File: src/core/cbtmb_pkg.sv
// Package of constants for the CAN bit timing and message buffer block
package cbtmb_pkg;
   // Window and slot geometry
   localparam int ADDR_W = 7;
   localparam int SLOT_W = 4;
   localparam int NUM_TX = 3;
   // Control registers within the window
   localparam logic [6:0] OFF_CTRL_ZERO = 7'h00;
   localparam logic [6:0] OFF_MODULE_CONTROL_ONE = 7'h01;
   localparam logic [6:0] OFF_BIT_TIMING_ZERO = 7'h02;
   localparam logic [6:0] OFF_BIT_TIMING_ONE = 7'h03;
   localparam logic [6:0] OFF_STATUS = 7'h04;
   // Upper address nibbles of the buffer slots
   localparam logic [2:0] NIB_BG_RX = 3'h2;
   localparam logic [2:0] NIB_FG_RX = 3'h4;
   localparam logic [2:0] NIB_TX0 = 3'h5;
   localparam logic [2:0] NIB_TX2 = 3'h7;
   // Byte positions inside a slot
   localparam logic [3:0] BYTE_LENGTH = 4'hC;
   localparam logic [3:0] BYTE_PRIORITY = 4'hD;
   localparam logic [7:0] LENGTH_MASK = 8'h0F;
   // Identifier bit positions
   localparam int IDB1_SRR = 4;
   localparam int IDB1_IDE = 3;
   localparam int IDB3_RTR_EXT = 0;
   localparam int IDB1_RTR_STD = 4;
   // Control register zero fields
   localparam int CTL0_SOFT_RESET = 0;
   localparam int CTL0_TEST_MODE = 7;
   localparam logic [7:0] CTL0_RESET = 8'h01;
   // Module control one fields
   localparam int MC1_CLOCK_SELECT = 0;
   // Bit timing zero: jump width [7:6], prescaler [5:0]
   localparam int BT0_SJW_LSB = 6;
   localparam int BT0_PRESC_LSB = 0;
   localparam int SJW_W = 2;
   localparam int PRESC_W = 6;
   // Bit timing one: second segment [6:4], first segment [3:0]
   localparam int BT1_SEG2_LSB = 4;
   localparam int BT1_SEG1_LSB = 0;
   localparam int SEG1_W = 4;
   localparam int SEG2_W = 3;
   localparam logic [7:0] BT_RESET = 8'h00;
   // Clock select encodings
   localparam logic CLKSEL_CRYSTAL = 1'b0;
   localparam logic CLKSEL_SYSTEM = 1'b1;
   // Timer channels of the two instances
   localparam int TIMER_CH_FIRST = 4;
   localparam int TIMER_CH_SECOND = 5;
   // Bit time phases
   typedef enum logic [1:0] {
      PH_SYNC,
      PH_SEG1,
      PH_SEG2
   } cbtmb_phase_t;
endpackage

File: src/core/cbtmb_top.sv
// CAN core clock select, bit timing and message buffer register block
//
// Chosen here: the placing of the registers and the plain strobed port.
`timescale 1ns/1ps

// Behaviour
// - Core clock from crystal or doubled clock
// - Select bit 0 crystal, 1 doubled clock
// - Without clock generator, always crystal
// - Quantum tick divides core clock by prescaler
// - Sync segment is one quantum
// - First segment programmable 4 to 16 quanta; the code takes field plus one, 1 to 16
// - Second segment programmable 2 to 8 quanta; the code takes field plus one, 1 to 8
// - Jump width programmable 1 to 4 quanta
// - Settings reach 10 kbps to 1 Mbps
// - Timing registers writable only in soft reset
// - First instance timer channel 4, second 5
// - Decodes a 128-byte register window
// - Background receive buffer visible only in test
// - Sixteen-byte slots at nibbles 2 and 4 to 7
// - Identifier, data, length, priority byte layout
// - Priority byte only in transmit slots
// - Buffer bytes have no reset value
// - Foreground receive buffer read-only
// - Transmit buffers readable and writable anytime
// - Extended identifier bit placement
// - Standard identifier bit placement
module cbtmb_top #(
   parameter bit CGM_PRESENT = 1'b1,
   parameter bit SECOND_INSTANCE = 1'b0
) (
   input wire logic i_clk,
   input wire logic i_rst_n,
   input wire logic [6:0] i_addr,
   input wire logic [7:0] i_wdata,
   input wire logic i_wr,
   input wire logic i_rd,
   output logic [7:0] o_rdata,
   input wire logic i_crystal_osc_clock_en,
   input wire logic i_doubled_system_clock_en,
   input wire logic i_rx_pin,
   input wire logic [3:0] i_bg_load_addr,
   input wire logic [7:0] i_bg_load_data,
   input wire logic i_bg_load_wr,
   input wire logic i_bg_copy,
   input wire logic [1:0] i_tx_fetch_slot,
   input wire logic [3:0] i_tx_fetch_addr,
   output logic [7:0] o_tx_fetch_data,
   input wire logic i_frame_valid,
   input wire logic i_timer_link_en,
   output logic o_soft_reset_state,
   output logic o_time_quantum_tick,
   output logic o_bit_start,
   output logic o_sample_point,
   output logic o_sampled_bit,
   output logic o_timer_ch4,
   output logic o_timer_ch5
);

   // All control state of the block
   typedef struct packed {
      logic soft_reset;
      logic test_mode;
      logic clk_sel;
      logic [7:0] bt0;
      logic [7:0] bt1;
      logic [5:0] presc_cnt;
      cbtmb_pkg::cbtmb_phase_t phase;
      logic [4:0] tq_cnt;
      logic [4:0] seg1_len;
      logic [3:0] seg2_len;
      logic [2:0] rx_meta;
      logic rx_level;
      logic edge_pend;
      logic resync_done;
      logic tl_pend;
      logic tl_active;
      logic [7:0] rdata;
      logic [7:0] tx_data;
      logic tq_tick;
      logic bit_start;
      logic sample;
      logic sampled;
      logic ch4;
      logic ch5;
   } cbtmb_state_t;

   cbtmb_state_t st_reg;
   cbtmb_state_t st_next;

   // Message storage: no reset, contents undefined until written
   logic [7:0] fg_mem [16];
   logic [7:0] bg_mem [16];
   logic [7:0] tx_mem [cbtmb_pkg::NUM_TX][16];

   // Byte kept in a slot after masking the length byte and unused bytes
   function automatic logic [7:0] cbtmb_store_byte(input logic [3:0] pos,
                                                   input logic [7:0] d,
                                                   input logic is_tx);
      logic [7:0] r;
      r = d;
      if (pos == cbtmb_pkg::BYTE_LENGTH) begin
         r = d & cbtmb_pkg::LENGTH_MASK;
      end else if (pos == cbtmb_pkg::BYTE_PRIORITY) begin
         r = is_tx ? d : 8'h00;
      end else if (pos > cbtmb_pkg::BYTE_PRIORITY) begin
         r = 8'h00;
      end
      return r;
   endfunction

   // Smaller of two quantum counts
   function automatic logic [4:0] cbtmb_min5(input logic [4:0] a,
                                             input logic [4:0] b);
      return (a < b) ? a : b;
   endfunction

   logic [2:0] nib;
   logic [3:0] pos;
   logic tx_hit;
   logic [1:0] tx_idx;
   logic core_en;
   logic [4:0] sjw_len;
   logic fall_edge;

   // Address decode of the window
   assign nib = i_addr[6:4];
   assign pos = i_addr[3:0];
   assign tx_hit = (nib >= cbtmb_pkg::NIB_TX0) &&
                   (nib <= cbtmb_pkg::NIB_TX2);
   assign tx_idx = 2'(nib - cbtmb_pkg::NIB_TX0);

   // Core clock enable: crystal unless generator present and selected
   always_comb begin
      if (CGM_PRESENT && st_reg.clk_sel == cbtmb_pkg::CLKSEL_SYSTEM) begin
         core_en = i_doubled_system_clock_en;
      end else begin
         core_en = i_crystal_osc_clock_en;
      end
   end

   // Jump width in quanta, field plus one
   assign sjw_len = 5'(st_reg.bt0[cbtmb_pkg::BT0_SJW_LSB +: cbtmb_pkg::SJW_W])
                    + 5'h01;

   // Recessive to dominant transition of the filtered bus level
   assign fall_edge = st_reg.rx_level && (st_reg.rx_meta[1] == 1'b0) &&
                      (st_reg.rx_meta[2] == 1'b0);

   // Buffer writes: transmit slots from software, receive from the engine
   always_ff @(posedge i_clk) begin
      if (i_wr && tx_hit) begin
         tx_mem[tx_idx][pos] <= cbtmb_store_byte(pos, i_wdata, 1'b1);
      end
      if (i_bg_load_wr) begin
         bg_mem[i_bg_load_addr] <= cbtmb_store_byte(i_bg_load_addr,
                                                    i_bg_load_data, 1'b0);
      end
      if (i_bg_copy) begin
         fg_mem <= bg_mem;
      end
   end

   // Next state of registers, prescaler, bit timing and timer link
   always_comb begin
      st_next = st_reg;
      st_next.rdata = 8'h00;
      st_next.tq_tick = 1'b0;
      st_next.bit_start = 1'b0;
      st_next.sample = 1'b0;

      // Software writes to control and timing registers
      if (i_wr) begin
         unique case (i_addr)
            cbtmb_pkg::OFF_CTRL_ZERO: begin
               st_next.soft_reset = i_wdata[cbtmb_pkg::CTL0_SOFT_RESET];
               st_next.test_mode = i_wdata[cbtmb_pkg::CTL0_TEST_MODE];
            end
            cbtmb_pkg::OFF_MODULE_CONTROL_ONE: begin
               if (st_reg.soft_reset) begin
                  st_next.clk_sel = i_wdata[cbtmb_pkg::MC1_CLOCK_SELECT];
               end
            end
            cbtmb_pkg::OFF_BIT_TIMING_ZERO: begin
               if (st_reg.soft_reset) begin
                  st_next.bt0 = i_wdata;
               end
            end
            cbtmb_pkg::OFF_BIT_TIMING_ONE: begin
               if (st_reg.soft_reset) begin
                  st_next.bt1 = i_wdata;
               end
            end
            default: begin
               st_next.rdata = 8'h00;
            end
         endcase
      end

      // Read data, presented in the cycle after the strobe only
      if (i_rd) begin
         if (nib == cbtmb_pkg::NIB_FG_RX) begin
            st_next.rdata = cbtmb_store_byte(pos, fg_mem[pos], 1'b0);
         end else if (tx_hit) begin
            st_next.rdata = cbtmb_store_byte(pos, tx_mem[tx_idx][pos],
                                             1'b1);
         end else if (nib == cbtmb_pkg::NIB_BG_RX) begin
            st_next.rdata = st_reg.test_mode ?
               cbtmb_store_byte(pos, bg_mem[pos], 1'b0) : 8'h00;
         end else begin
            unique case (i_addr)
               cbtmb_pkg::OFF_CTRL_ZERO: begin
                  st_next.rdata[cbtmb_pkg::CTL0_SOFT_RESET] = st_reg.soft_reset;
                  st_next.rdata[cbtmb_pkg::CTL0_TEST_MODE] = st_reg.test_mode;
               end
               cbtmb_pkg::OFF_MODULE_CONTROL_ONE: begin
                  st_next.rdata[cbtmb_pkg::MC1_CLOCK_SELECT] = st_reg.clk_sel;
               end
               cbtmb_pkg::OFF_BIT_TIMING_ZERO: begin
                  st_next.rdata = st_reg.bt0;
               end
               cbtmb_pkg::OFF_BIT_TIMING_ONE: begin
                  st_next.rdata = st_reg.bt1;
               end
               cbtmb_pkg::OFF_STATUS: begin
                  st_next.rdata = {3'h0, st_reg.sampled, st_reg.rx_level,
                                   st_reg.tl_active, 2'(st_reg.phase)};
               end
               default: begin
                  st_next.rdata = 8'h00;
               end
            endcase
         end
      end

      // Transmit fetch port for the transmitter engine
      if (i_tx_fetch_slot < 2'(cbtmb_pkg::NUM_TX)) begin
         st_next.tx_data = tx_mem[i_tx_fetch_slot][i_tx_fetch_addr];
      end else begin
         st_next.tx_data = 8'h00;
      end

      // Bus input filter: level moves once stages two and three agree
      st_next.rx_meta = {st_reg.rx_meta[1:0], i_rx_pin};
      if (st_reg.rx_meta[1] == st_reg.rx_meta[2]) begin
         st_next.rx_level = st_reg.rx_meta[2];
      end
      if (fall_edge && !st_reg.resync_done) begin
         st_next.edge_pend = 1'b1;
      end

      // Timer link request, set wins over the clear at a bit start
      if (i_frame_valid) begin
         st_next.tl_pend = 1'b1;
      end

      if (st_reg.soft_reset) begin
         // Stopped: hold bit timing at the start of a bit
         st_next.presc_cnt = 6'h00;
         st_next.phase = cbtmb_pkg::PH_SYNC;
         st_next.tq_cnt = 5'h00;
         st_next.edge_pend = 1'b0;
         st_next.resync_done = 1'b0;
         st_next.tl_pend = 1'b0;
         st_next.tl_active = 1'b0;
      end else if (core_en) begin
         // Prescaler: quantum tick every field-plus-one core enables
         if (st_reg.presc_cnt ==
             st_reg.bt0[cbtmb_pkg::BT0_PRESC_LSB +: cbtmb_pkg::PRESC_W]) begin
            st_next.presc_cnt = 6'h00;
            st_next.tq_tick = 1'b1;
         end else begin
            st_next.presc_cnt = st_reg.presc_cnt + 6'h01;
         end
      end

      // Bit time sequencer, advanced once per quantum
      if (st_next.tq_tick) begin
         unique case (st_reg.phase)
            cbtmb_pkg::PH_SYNC: begin
               st_next.phase = cbtmb_pkg::PH_SEG1;
               st_next.tq_cnt = 5'h00;
               st_next.edge_pend = 1'b0;
               st_next.resync_done = 1'b0;
               st_next.seg1_len = 5'(st_reg.bt1[cbtmb_pkg::BT1_SEG1_LSB +:
                                  cbtmb_pkg::SEG1_W]) + 5'h01;
               st_next.seg2_len = 4'(st_reg.bt1[cbtmb_pkg::BT1_SEG2_LSB +:
                                  cbtmb_pkg::SEG2_W]) + 4'h1;
            end
            cbtmb_pkg::PH_SEG1: begin
               // Late edge lengthens the first segment by at most the jump
               if (st_reg.edge_pend) begin
                  st_next.seg1_len = st_reg.seg1_len +
                     cbtmb_min5(sjw_len, st_reg.tq_cnt + 5'h01);
                  st_next.edge_pend = 1'b0;
                  st_next.resync_done = 1'b1;
               end
               if (st_reg.tq_cnt + 5'h01 >= st_next.seg1_len) begin
                  st_next.phase = cbtmb_pkg::PH_SEG2;
                  st_next.tq_cnt = 5'h00;
                  st_next.sample = 1'b1;
                  st_next.sampled = st_reg.rx_level;
               end else begin
                  st_next.tq_cnt = st_reg.tq_cnt + 5'h01;
               end
            end
            cbtmb_pkg::PH_SEG2: begin
               // Early edge shortens the second segment by at most the jump
               if (st_reg.edge_pend &&
                   (5'(st_reg.seg2_len) - st_reg.tq_cnt <= sjw_len)) begin
                  st_next.phase = cbtmb_pkg::PH_SEG1;
                  st_next.tq_cnt = 5'h00;
                  st_next.bit_start = 1'b1;
                  st_next.edge_pend = 1'b0;
                  st_next.resync_done = 1'b1;
                  st_next.seg1_len = 5'(st_reg.bt1[cbtmb_pkg::BT1_SEG1_LSB +:
                                     cbtmb_pkg::SEG1_W]) + 5'h01;
               end else begin
                  if (st_reg.edge_pend) begin
                     st_next.seg2_len = st_reg.seg2_len - 4'(sjw_len);
                     st_next.edge_pend = 1'b0;
                     st_next.resync_done = 1'b1;
                  end
                  if (5'(st_next.seg2_len) <= st_reg.tq_cnt + 5'h01) begin
                     st_next.phase = cbtmb_pkg::PH_SYNC;
                     st_next.tq_cnt = 5'h00;
                     st_next.bit_start = 1'b1;
                  end else begin
                     st_next.tq_cnt = st_reg.tq_cnt + 5'h01;
                  end
               end
            end
            default: begin
               st_next.phase = cbtmb_pkg::PH_SYNC;
               st_next.tq_cnt = 5'h00;
            end
         endcase
      end

      // One bit time of timer pulse, begun at the next bit start
      if (st_next.bit_start) begin
         st_next.tl_active = st_reg.tl_pend;
         st_next.tl_pend = i_frame_valid;
      end
      st_next.ch4 = st_next.tl_active && i_timer_link_en &&
                    !SECOND_INSTANCE;
      st_next.ch5 = st_next.tl_active && i_timer_link_en &&
                    SECOND_INSTANCE;
   end

   // State register
   always_ff @(posedge i_clk or negedge i_rst_n) begin
      if (!i_rst_n) begin
         st_reg <= '0;
         st_reg.soft_reset <= cbtmb_pkg::CTL0_RESET[cbtmb_pkg::CTL0_SOFT_RESET];
         st_reg.clk_sel <= cbtmb_pkg::CLKSEL_CRYSTAL;
         st_reg.bt0 <= cbtmb_pkg::BT_RESET;
         st_reg.bt1 <= cbtmb_pkg::BT_RESET;
         st_reg.phase <= cbtmb_pkg::PH_SYNC;
         st_reg.rx_meta <= 3'h7;
         st_reg.rx_level <= 1'b1;
         st_reg.sampled <= 1'b1;
      end else begin
         st_reg <= st_next;
      end
   end

   // Outputs straight from the state register
   assign o_rdata = st_reg.rdata;
   assign o_tx_fetch_data = st_reg.tx_data;
   assign o_soft_reset_state = st_reg.soft_reset;
   assign o_time_quantum_tick = st_reg.tq_tick;
   assign o_bit_start = st_reg.bit_start;
   assign o_sample_point = st_reg.sample;
   assign o_sampled_bit = st_reg.sampled;
   assign o_timer_ch4 = st_reg.ch4;
   assign o_timer_ch5 = st_reg.ch5;

endmodule

File: config.mk
export PLATFORM = sky130hd
export DESIGN_NAME = cbtmb_top
export DESIGN_NICKNAME = d
export VERILOG_FILES = /design/src/core/cbtmb_pkg.sv /design/src/core/cbtmb_top.sv
export SDC_FILE = /design/constraint.sdc
export NUM_CORES = 1
export LEC_CHECK = 0
export CORE_MARGIN = 4
export CORE_UTILIZATION = 25
export CTS_CLUSTER_DIAMETER = 100
export DETAILED_ROUTE_END_ITERATION = 6
export DONT_BUFFER_PORTS = 1
export PLACE_DENSITY = 0.38
export SYNTH_ARGS = -nofsm -noshare
export SYNTH_HDL_FRONTEND = slang
export SYNTH_SLANG_ARGS = --single-unit
File: constraint.sdc
create_clock -name i_clk -period 12.9 [get_ports i_clk]
set_input_delay 0 -clock i_clk [delete_from_list [all_inputs] [get_ports i_clk]]
set_output_delay 0 -clock i_clk [all_outputs]
set_load 0.005 [all_outputs]
==> results_dict.tcl <==
set metrics [dict create \
    die_w_um 359 \
    postCtsSetupBuffers 0 \
    start_util_pct 25.3 \
    wl_per_cell_um 28.9 \
    r2r_slack_ns 7.53 \
    root_buffer "clkbuf_16" \
    fin_nets 1994 \
    worstPathMaxFanout 7 \
    synth_flop_cell "edfxtp_1" \
    power.density_mw_per_mm2 150 \
    reg2reg_from "st_reg[39]" \
    first_global_vias 19000 \
    ant_nets 0 \
    ys_types 83 \
    ys_seq_area_share_pct 62.5 \
    worstSetupStartpoint "st_reg[39]" \
    leakage_nw 11.5 \
    drt-initial-drc-count 1539 \
    finClkSkew_ns 0.0336 \
    track_usage_pct 15.8 \
    finalWirelength_um 104000 \
    syn2layout_area_growth_pct 15.8 \
    synth_warnings 0 \
    ios 67 \
    route.detailed.drc 0 \
    dieHeight_um 359 \
    grt_pass1_wl_um 147000 \
    path_cells "ha_1, inv_1, ha_1, a21oi_1, maj3_1, nor3_1, mux2i_1, ha_1, fa_1, a21oi_1, nor2b_1, o21ai_0, xor2_1, ha_1, or2_2, a2111oi_0, a311oi_1, a21oi_1, nand3_1, a21oi_1" \
    cp_num_cells 20 \
    max_flop_register "tx_mem" \
    fin_crit_sh_pct 41.6 \
    setup.worst_path.start_class "register" \
    post-synth-top-count-cell "edfxtp_1" \
    synth_top_cell_by_area "edfxtp_1" \
    multiInputGateArea_mm2 0.0106 \
    cp-end-kind "register" \
    grt_overflow_total 0 \
    vias 18100 \
    core_area_mm2 0.122 \
    placed_area_mm2 0.0323 \
    crit_end "st_reg[43]" \
    clk_latency_ns 0.66 \
    slowest_delay_ns 0.48 \
    clock-sinks 654 \
    required_ns 13.47 \
    avgSynthCellArea_um2 16.7 \
    row_count 128 \
    status "finished clean" \
    cts_buffers 81 \
    ff_latch_area_mm2 0.0193 \
    crit_type "reg2reg" \
    clkTransAtPathRegs_ns 0.06 \
    r2r-end "st_reg[43]" \
    worstRegToRegCells 20 \
    synth_top_area_share_pct 56.8 \
    fillers 12100 \
    final_area_mm2 0.0357 \
    slew_headroom_pct 16.1 \
    cts_tree "done" \
    hold_class "in2reg" \
    reg_top3 "tx_mem (384), bg_mem (100), fg_mem (100)" \
    syn-cell-area_mm2 0.0309 \
    grt_antenna_before_repair 7 \
    syn_inst 1849 \
    die-area_mm2 0.129 \
    synth-seq-cells 654 \
    hold_violations 0 \
    yosys-top-cells-area "edfxtp_1 (57%), mux4_2 (15%), dfrtp_1 (5.2%)" \
    dp_hpwl_um 63700 \
    finalSetupViolCount 0 \
    portBuffers 0 \
    largest_reg_flops 384 \
    rsz0062_at_grt "false" \
    cp_num_buf_inv 1 \
    clockBufferDepth 3 \
    grt_max_degree 179 \
    h-tree-depth 3 \
    cts_resized 0 \
    cp_slowest_cell "dfrtp_1" \
    fin_crit_ns 5.37 \
    ir_worst_vdd_uv 106 \
    synth_edf_count 584 \
    fin_setup_tns_ns 0 \
    drive_gt1_share_pct 23.2 \
    cap_violations 0 \
    gp_routability_congestion 0.780 \
    drt_first_pass_iters 5 \
    synthArstFlopShare_pct 10.7 \
    drv_slew 0 \
    max_freq_ghz 0.186 \
    cp_top_family "adder cells" \
    via_per_inst 5.03 \
    synthTopCellsByCount "edfxtp_1 (584), mux4_2 (202), mux2i_1 (99)" \
    worst_pin_slew_ns 1.23 \
    arrival_ns 5.94 \
]
worst min-delay path by stage:
| stage | from | end | cells past startpoint |
|---|---|---|---|
| floorplan | i_rst_n | o_bit_start | 0 |
| global route | i_tx_fetch_addr[3] | o_tx_fetch_data[2] | 3 |
| detailed placement | i_rst_n | o_bit_start | 0 |
| CTS | i_addr[1] | o_rdata[7] | 5 |
| finish | i_addr[3] | o_rdata[7] | 4 |
| global placement | i_rst_n | o_bit_start | 0 |
power breakdown:
group | switching (W) | internal, W | total [W]
combinational | 0.000412 | 0.000304 | 0.000716
sequential | 0.0000652 | 0.00237 | 0.00244
clock | 0.000946 | 0.00126 | 0.00221
routing by layer:
| metal | GRT usage (%) | wire length (um) | share of wire, % |
|---|---|---|---|
| met5 | 0 | 0 | 0 |
| met4 | 4.95 | 2760 | 2.7 |
| met3 | 3.13 | 6350 | 6.1 |
| met2 | 25.4 | 49000 | 47 |
| met1 | 21.6 | 46000 | 44 |
kinds of logic (layout without fill, tap and decap cells):
| group | Yosys count | in the layout | synth area share, % |
|---|---|---|---|
| adder cells (fa/ha/maj) | 39 | 39 | 1.64 |
| XOR/XNOR | 20 | 20 | 0.568 |
| flip-flops | 654 | 654 | 62.5 |
| multiplexers | 365 | 365 | 20.6 |
| other | 1 | 6 | 0.0122 |
| AND/OR/NAND/NOR | 336 | 336 | 5.38 |
| AO/OA/AOI/OAI | 273 | 273 | 6.08 |
| buffers and inverters | 161 | 290 | 3.15 |
stage by stage:
step | utilization, % | cells | total power [W] | setup slack, ns | hold WS [ns]
6_report | 29.3 | 3608 | 0.00536 | 7.53 | 0.0245
5_1_grt | 29.2 | 3604 | 0.00559 | 7.12 | 0.0511
4_1_cts | 29.2 | 3604 | 0.00543 | 7.49 | 0.00308
3_5_place_dp | 26.5 | 3379 | 0.00315 | 7.49 | -0.292
3_3_place_gp | 26.5 | 3379 | 0.00314 | 7.61 | -0.293
2_1_floorplan | - | 1850 | 0.00298 | 8.22 | -0.296
cells in the final DEF (no fill, tap or decap), types with 6 or more instances in the layout:
master / n
nand2b_1: 16
nand3_1: 34
a21oi_1: 61
a2111oi_0: 9
mux4_1: 7
o21a_1: 6
mux2i_1: 99
inv_1: 28
a221oi_1: 12
clkinv_1: 13
nand4_1: 7
nor3_1: 22
o211ai_1: 16
a22o_1: 12
dlygate4sd3_1: 70
nor2_1: 98
xor2_1: 6
nor2b_1: 11
mux2_2: 57
nand2_1: 73
a22oi_1: 20
clkinvlp_4: 7
clkbuf_16: 84
mux4_2: 202
clkinv_2: 26
o22ai_1: 10
a211oi_1: 8
and2_1: 26
dfstp_2: 6
dfrtp_1: 64
o21ai_0: 43
a31oi_1: 15
xnor2_1: 14
o31ai_1: 6
edfxtp_1: 584
clkbuf_1: 10
buf_4: 36
ha_1: 34
tightest hold or removal path: stages:
cell       delay, ns
nor2b_1         0.10
a2111oi_0       0.07
a31o_2          0.21
o41ai_1         0.25
layout make-up:
type / instances / share of cell area [%]
Sequential cell: 654 / 54.0
Multi-Input combinational cell: 1035 / 29.7
Antenna cell: 4 / 0.0280
Clock buffer: 95 / 6.02
Tap cell: 1625 / 5.69
Timing Repair Buffer: 112 / 3.12
Inverter: 29 / 0.305
Clock inverter: 54 / 1.12
timing repair:
item,4_1_cts,5_1_grt
hold endpoints to repair,603,0
hold buffers,76,0
endpoints found under the setup margin,0,0
No activity file was read; power rests on OpenSTA's default activity.
